<file path="src/rtl/ccad_pkg.sv">
package ccad_pkg;
  // widths of the two decode tables
  localparam int IO_ADDR_W = 8;   // port address width
  localparam int IO_IDX_W = 4;    // io table index bits
  localparam int IO_IDX_LSB = 4;  // sixteen ports per entry
  localparam int MEM_ADDR_W = 16; // processor address width
  localparam int MEM_IDX_W = 5;   // 32 blocks of 2K
  localparam int ENTRY_W = 4;     // data bits per entry
  // address bit positions used for the memory table index
  localparam int MEM_A11 = 11;
  localparam int MEM_A12 = 12;
  localparam int MEM_A15 = 15;
  // entry bit positions
  localparam int IO_BIT_SERIAL = 0;
  localparam int IO_BIT_PRINTER = 1;
  localparam int IO_BIT_MEMCFG = 2;
  localparam int IO_BIT_ANY_N = 3;
  localparam int MEM_BIT_ROM_N = 0;
  localparam int MEM_BIT_BANK = 1;
  localparam int MEM_BIT_RAM_N = 2;
  localparam int MEM_BIT_EXP_N = 3;
  // factory io entries, one per 16-port group
  localparam logic [IO_IDX_W-1:0] IO_IDX_SERIAL = 4'hb; // ports b0-bf
  localparam logic [IO_IDX_W-1:0] IO_IDX_PRINTER = 4'hd; // group holding d0
  localparam logic [IO_IDX_W-1:0] IO_IDX_MEMCFG = 4'he; // chosen latch group
  localparam logic [IO_IDX_W-1:0] IO_IDX_SERIAL_ALT = 4'h1; // ports 10-1f
  localparam logic [ENTRY_W-1:0] IO_CODE_SERIAL = 4'h1; // select, onboard
  localparam logic [ENTRY_W-1:0] IO_CODE_PRINTER = 4'h2;
  localparam logic [ENTRY_W-1:0] IO_CODE_MEMCFG = 4'h4;
  localparam logic [ENTRY_W-1:0] IO_CODE_IDLE = 4'h8; // off-board port
  // factory memory entries
  localparam logic [ENTRY_W-1:0] MEM_CODE_ROM = 4'hc;  // rom at 0000-07ff
  localparam logic [ENTRY_W-1:0] MEM_CODE_LOW = 4'h9;  // ram, lower bank
  localparam logic [ENTRY_W-1:0] MEM_CODE_HIGH = 4'hb; // ram, upper bank
  localparam logic [MEM_IDX_W-1:0] MEM_IDX_ROM = 5'h00;
endpackage : ccad_pkg

</file>
<file path="src/rtl/ccad_decode.sv">
`timescale 1ns/100ps
`default_nettype none
module ccad_decode import ccad_pkg::*; #(
  parameter bit SERIAL_AT_10 = 1'b0, // relocate serial to 10-1f
  parameter bit BANK_FREE = 1'b0     // second rom-shadow map, bank line free
) (
  input wire logic i_clk,                       // 40 mhz clock
  input wire logic i_rst,                       // sync reset, high
  input wire logic [IO_ADDR_W-1:0] i_io_addr,   // port address
  input wire logic [MEM_ADDR_W-1:0] i_mem_addr, // memory address
  output logic o_serial_timer_irq_select,       // serial chip select, high
  output logic o_printer_latch_strobe,          // printer latch clock, high
  output logic o_memcfg_latch_strobe,           // config latch clock, high
  output logic o_any_port_n,                    // onboard port, low
  output logic o_rom_select_n,                  // rom socket, low
  output logic o_dram_bank_line,                // dram upper/lower 32k
  output logic o_onboard_ram_select_n,          // onboard ram, low
  output logic o_memory_expand_n                // expand bank, low
);
  localparam int IO_N = 2**IO_IDX_W;   // io entries
  localparam int MEM_N = 2**MEM_IDX_W; // memory entries

  // build io contents; recomputed consistently when serial moves
  function automatic logic [IO_N*ENTRY_W-1:0] io_rom();
    logic [IO_N*ENTRY_W-1:0] v;
    v = '0;
    for (int k = 0; k < IO_N; k++) begin
      v[k*ENTRY_W +: ENTRY_W] = IO_CODE_IDLE;
    end
    if (SERIAL_AT_10) begin
      v[IO_IDX_SERIAL_ALT*ENTRY_W +: ENTRY_W] = IO_CODE_SERIAL;
    end else begin
      v[IO_IDX_SERIAL*ENTRY_W +: ENTRY_W] = IO_CODE_SERIAL;
    end
    v[IO_IDX_PRINTER*ENTRY_W +: ENTRY_W] = IO_CODE_PRINTER;
    v[IO_IDX_MEMCFG*ENTRY_W +: ENTRY_W] = IO_CODE_MEMCFG;
    return v;
  endfunction : io_rom

  // build memory contents; upper table half holds the odd 2k blocks
  function automatic logic [MEM_N*ENTRY_W-1:0] mem_rom();
    logic [MEM_N*ENTRY_W-1:0] v;
    v = '0;
    for (int k = 0; k < MEM_N; k++) begin
      // entry k: bits 3:0 are a15-a12, so bit 3 tracks a15
      v[k*ENTRY_W +: ENTRY_W] = k[IO_IDX_W-1] ? MEM_CODE_HIGH : MEM_CODE_LOW;
      if (BANK_FREE) begin
        v[k*ENTRY_W +: ENTRY_W] = MEM_CODE_LOW;
      end
    end
    v[MEM_IDX_ROM*ENTRY_W +: ENTRY_W] = MEM_CODE_ROM;
    return v;
  endfunction : mem_rom

  // index wires
  wire logic [IO_IDX_W-1:0] io_idx = i_io_addr[IO_IDX_LSB +: IO_IDX_W];
  wire logic [MEM_IDX_W-1:0] mem_idx = {i_mem_addr[MEM_A11], i_mem_addr[MEM_A15:MEM_A12]};
  wire logic [ENTRY_W-1:0] io_entry;
  wire logic [ENTRY_W-1:0] mem_entry;

  // io table
  ccad_table #(.IDX_W(IO_IDX_W), .CONTENTS(io_rom())) u_io (
    .i_idx(io_idx),
    .o_entry(io_entry)
  );

  // memory table
  ccad_table #(.IDX_W(MEM_IDX_W), .CONTENTS(mem_rom())) u_mem (
    .i_idx(mem_idx),
    .o_entry(mem_entry)
  );

  // registered outputs cost one cycle of latency; reset shows all idle
  always_ff @(posedge i_clk) begin
    if (i_rst) begin
      o_serial_timer_irq_select <= 1'b0;
      o_printer_latch_strobe <= 1'b0;
      o_memcfg_latch_strobe <= 1'b0;
      o_any_port_n <= 1'b1;
      o_rom_select_n <= 1'b1;
      o_dram_bank_line <= 1'b0;
      o_onboard_ram_select_n <= 1'b1;
      o_memory_expand_n <= 1'b1;
    end else begin
      o_serial_timer_irq_select <= io_entry[IO_BIT_SERIAL];
      o_printer_latch_strobe <= io_entry[IO_BIT_PRINTER];
      o_memcfg_latch_strobe <= io_entry[IO_BIT_MEMCFG];
      o_any_port_n <= io_entry[IO_BIT_ANY_N];
      o_rom_select_n <= mem_entry[MEM_BIT_ROM_N];
      o_dram_bank_line <= mem_entry[MEM_BIT_BANK];
      o_onboard_ram_select_n <= mem_entry[MEM_BIT_RAM_N];
      o_memory_expand_n <= mem_entry[MEM_BIT_EXP_N];
    end
  end

  // serial select one cycle after a b0-bf port address
  a_serial_select: assert property (@(posedge i_clk) disable iff (i_rst)
    !SERIAL_AT_10 && i_io_addr[7:4] == 4'hb |=> o_serial_timer_irq_select && !o_any_port_n)
    else $error("serial select missing");
  a_printer_strobe: assert property (@(posedge i_clk) disable iff (i_rst)
    i_io_addr == 8'hd0 |=> o_printer_latch_strobe && !o_serial_timer_irq_select)
    else $error("printer strobe missing");
  a_any_port: assert property (@(posedge i_clk) disable iff (i_rst)
    (o_serial_timer_irq_select || o_printer_latch_strobe || o_memcfg_latch_strobe) |-> !o_any_port_n)
    else $error("onboard flag not low");
  a_idle_port: assert property (@(posedge i_clk) disable iff (i_rst)
    i_io_addr[7:4] == 4'h0 |=> o_any_port_n && !o_memcfg_latch_strobe)
    else $error("idle port decoded");
  a_rom_block: assert property (@(posedge i_clk) disable iff (i_rst)
    i_mem_addr[15:11] == 5'h00 |=> !o_rom_select_n && $past(i_mem_addr[15:11]) == 5'h00)
    else $error("rom select missing");
  a_rom_only: assert property (@(posedge i_clk) disable iff (i_rst)
    i_mem_addr[15:11] != 5'h00 |=> o_rom_select_n && !o_onboard_ram_select_n)
    else $error("ram select wrong");
  a_bank_track: assert property (@(posedge i_clk) disable iff (i_rst)
    !BANK_FREE && i_mem_addr[15:11] != 5'h00 |=> o_dram_bank_line == $past(i_mem_addr[15]))
    else $error("bank line not tracking");
  a_expand_idle: assert property (@(posedge i_clk) disable iff (i_rst)
    1'b1 |=> o_memory_expand_n)
    else $error("expand asserted");
endmodule : ccad_decode
`default_nettype wire

</file>
<file path="src/rtl/ccad_table.sv">
`timescale 1ns/100ps
`default_nettype none
// one lookup table entry set, contents loaded as a constant vector
module ccad_table import ccad_pkg::*; #(
  parameter int IDX_W = 4, // index width
  parameter logic [(2**IDX_W)*ENTRY_W-1:0] CONTENTS = '0 // packed entries
) (
  input wire logic [IDX_W-1:0] i_idx,     // table index
  output logic [ENTRY_W-1:0] o_entry      // selected entry
);
  // plain indexed read, settles combinationally
  assign o_entry = CONTENTS[i_idx*ENTRY_W +: ENTRY_W];
endmodule : ccad_table
`default_nettype wire

</file>
<file path="config.mk">
export PLATFORM = sky130hd
export DESIGN_NAME = ccad_decode
export DESIGN_NICKNAME = d
export VERILOG_FILES = /design/src/rtl/ccad_pkg.sv /design/src/rtl/ccad_decode.sv /design/src/rtl/ccad_table.sv
export SDC_FILE = /design/constraint.sdc
export NUM_CORES = 1
export LEC_CHECK = 0
export CAP_MARGIN = 10
export CORE_AREA = 10 10 47 49
export CTS_BUF_LIST = sky130_fd_sc_hd__clkbuf_8
export DETAILED_ROUTE_END_ITERATION = 6
export DIE_AREA = 0 0 57 59
export DONT_BUFFER_PORTS = 1
export GPL_ROUTABILITY_DRIVEN = 1
export SYNTH_ARGS = -nofsm -noshare
export SYNTH_HDL_FRONTEND = slang
export SYNTH_SLANG_ARGS = --single-unit
</file>
<file path="constraint.sdc">
create_clock -name i_clk -period 1.3 [get_ports i_clk]
set_input_delay 0.13 -clock i_clk [delete_from_list [all_inputs] [get_ports i_clk]]
set_output_delay 0.13 -clock i_clk [all_outputs]
set_load 0.005 [all_outputs]
</file>
# --- Word-level counts from Yosys, hierarchy flattened ---
# Index checks and enable logic that the tools add are counted.
op_classes:
  n_shift: 2
op_table:
  columns: ["cell", "count"]
  rows:
  - ["128-bit by 8-bit indexed part select with 4-bit output, first input constant", 1]
  - ["64-bit by 7-bit indexed part select with 4-bit output, first input constant", 1]
totals:
  register_bits: 8
  output_inout_bits: 8
  elab_cells: 10

# --- Longest topological paths before layout ---
depth:
  word_depth: 1
  mapped_depth: 3

# --- Hierarchy ---
# A second synthesis with hierarchy kept.
hier_totals:
  hier_cells: 33
  hier_area_um2: 332.8
modules_own_cells:
  columns: ["module", "instances", "cells_each", "area_per_inst_um2"]
  rows:
  - ["ccad_decode", 1, 16, 210.2]
  - ["ccad_table (u_io)", 1, 10, 80.1]
  - ["ccad_table (u_mem)", 1, 7, 42.5]

# --- Least setup slack after synthesis ---
# OpenSTA, ideal clock, no wires.
synth_timing:
  kind: "in2reg"
  start: "input port i_mem_addr[15]"
  end: "register o_rom_select_n"
  setup_time_ns: 0.127
  arrival_ns: 0.947
  required_ns: 1.173
  setup_slack_ns: 0.226
  path_stages: 2
  n_path_buf: 0
  path_cell_list: "or4_1 or3_1"
synth_via:
  elab_chain_cells: 1
synth_rtl:
  columns: ["item", "line_no", "text"]
  rows:
  - ["start, declared", "ccad_decode.sv:10", "input wire logic [MEM_ADDR_W-1:0] i_mem_addr,"]
  - ["128-bit by 8-bit indexed part select with 4-bit output", "ccad_table.sv:12", "assign o_entry = CONTENTS[i_idx*ENTRY_W +: ENTRY_W];"]
  - ["end signal, assigned", "ccad_decode.sv:89", "o_rom_select_n <= mem_entry[MEM_BIT_ROM_N];"]
  - ["end, declared", "ccad_decode.sv:15", "output logic o_rom_select_n,"]
# No other way between the ends.
# A chain may end at the register's enable or synchronous reset.

# --- Worst setup path in the final report ---
# Same ends and word-level chain as after synthesis.

==> impl_results.md <==
- Status: completed
- Hold WC Path Type: input pin to register
- Final hold violations: 0
- Arr. time, crit path: 0.97 ns
- Area grow syn2layout: 27.8%
- Gate Count Post-Synth: 20
- P_sw: 90.2 uW
- CP bufs+invs: 0
- Required time worst endpoint: 1.40 ns
- Synth warn: 0
- Chip width: 57 um
- Syn avg cell area: 12.1 um2
- Hold worst-path end: o_rom_select_n$_SDFF_PP1_
- Initial Util: 17.3%
- Number of DRC markers in iteration 0: 1
- Sequential power share: 43.0%
- Die area: 3360 um2
- Clk sinks: 7
- Crit Path Class: input pin to register
- Yosys cell types: 11
- Clock share of power: 53.5%
- Internal Power: 437 uW
- Switching Share: 17.1%
- Synthesized net count: 47
- Hold path start: i_rst
- Total wire length: 623 um
- CTS root buffer: clkbuf_8
- Hold Path Stages: 1
- Postcts setup bufs: 0
- Max VDD drop: 0.275 mV
- IO Port Bufs: 0
- Setup TNS: 0 ns
- CTS Hold Bufs: 1
- Chip Height: 59 um
- Multi-input logic area: 95.1 um2
- Post-cts repair resize count: 0
- DRC: 0
- Maximum clock insertion buffer count: 2
- Ranking of synthesized cells by area: dfxtp_1 (58%), and4b_1 (12%), ha_1 (5.2%), nor2b_1 (5.2%), mux2_2 (4.6%)
- Via count: 163
- Peak fanout along the critical path: 2
- Sequential share of the synthesized area: 57.7%
- Logic gate share of total power: 3.4%
- Pins Over Slew Limit: 0
- CP Launch Type: input pin
- First-pass GRT wire length: 952 um
- PwrDens: 1700 nW/um2
- Cell Chain, Critical Path: or4_1 > or3_1
- Leak: 0.000131 uW
- Gpl congestion: 0.578
- Crit path largest cell delay: 0.53 ns
- Max_cap viols: 0
- Tot Pwr: 527 uW
- Vias per inst: 4.08
- Diodes inserted: 0
- Core ar.: 1400 um2
- Pre-antenna DRT Iters: 2
- Fmax: 1140 MHz
- CTS tree: done
- Cell taking the most area after synthesis: dfxtp_1
- Most frequent cells in the layout: dfxtp_1 (7), and4b_1 (3), clkbuf_8 (3), nor2b_1 (2)
- Unrepaired setup endpoints after global routing: false
- H-tree depth: 1
- Row cnt: 14
- Reg clk slew, reported paths: 0.04 ns
- Total gr overflow: 0
- Largest net degree at the start of global routing: 5
- Critical Path Sink Type: register
- Wire length per cell: 15.6 um
- Synthesized flop and latch total: 7
- Total CTS buffers: 3
- Layout cells sized above 1: 16.7%
- Antenna-violating nets left: 0
- Nets: 52
- Filler cell count: 160
- Number of global-route vias before repair: 197
- Worst path top cell family by delay: simple AND/OR/NAND/NOR gates
- Slowest CP cell: or4_1
- Cell area after synthesis: 243 um2
- Gr usage total: 4.18%
- WHS: 0.0147 ns
- Initial antenna violation count: 0
- Final cycle utilization of the critical path: 67.2%
- # setup viols final: 0
- Commonest non-fill, non-tap cell in the layout: dfxtp_1
- Io pins: 34
- FF/Latch Area: 140 um2
- Fin crit period: 0.874 ns
- Synth top area share: 57.7%
-- logic make-up after synthesis --
group	after synthesis	share of synthesized area [%]
mux	1	4.64
fa+ha+maj	1	5.15
flops	7	57.7
buf+inv	1	3.09
compound gates	1	3.09
other cells	1	1.54
simple gates	8	24.7
-- per-stage QoR --
step,instances,util [%],setup WS [ns],cell area (um2)
after global placement,35,18.2,0.197,255
after detailed placement,35,18.2,0.198,255
final,40,22.1,0.426,310
after floorplan,20,-,0.226,243
after global routing,40,22.1,0.406,310
after CTS,40,22.1,0.431,310
-- how the worst max path moves through the flow --
stage,slack (ns),startpoint,cells past startpoint,to
global route,0.41,i_mem_addr[15],2,o_rom_select_n$_SDFF_PP1_
detailed placement,0.20,i_mem_addr[15],2,o_rom_select_n$_SDFF_PP1_
floorplan,0.23,i_mem_addr[15],2,o_rom_select_n$_SDFF_PP1_
finish,0.43,i_mem_addr[15],2,o_rom_select_n$_SDFF_PP1_
global placement,0.20,i_mem_addr[15],2,o_rom_select_n$_SDFF_PP1_
CTS,0.43,i_mem_addr[15],2,o_rom_select_n$_SDFF_PP1_
-- metal layers --
layer | global-route usage [%] | routed length, um | up-vias
met5 | 0 | 0 | -
met4 | 7.05 | 24 | 0
met3 | 3.22 | 97 | 2
met2 | 3.72 | 218 | 17
met1 | 4.37 | 283 | 68
li1 | - | - | 76
-- layout make-up --
cell class | count | area share [%]
Multi-Input combinational cell | 12 | 30.6
Sequential cell | 7 | 45.2
Clock buffer | 3 | 13.3
Tap cell | 16 | 6.45
Timing Repair Buffer | 1 | 3.23
Clock inverter | 1 | 1.21
-- sequential cells by signal, summed over array words and instances (netlist names) --
signal and count:
o_any_port_n 1, o_dram_bank_line 1, o_memcfg_latch_strobe 1, o_onboard_ram_select_n 1, o_printer_latch_strobe 1, o_rom_select_n 1
o_serial_timer_irq_select 1
-- power groups by stage --
stage / clock network, uW / registers, uW / logic [uW]
after floorplan: 0 / 229 / 15.0
after global placement: 0 / 231 / 14.2
after detailed placement: 0 / 231 / 15.5
after CTS: 292 / 227 / 18.3
after global routing: 308 / 228 / 20.6
final: 282 / 227 / 18.1
-- synth_stat cells --
| library cell | n |
|---|---|
| and4b_1 | 3 |
| dfxtp_1 | 7 |
| nand2_1 | 1 |
| o21bai_1 | 1 |
| ha_1 | 1 |
| or3_1 | 1 |
| nor2b_1 | 2 |
| or4_1 | 1 |
| buf_4 | 1 |
| conb_1 | 1 |
| mux2_2 | 1 |
Power figures use the tool's default switching activity.
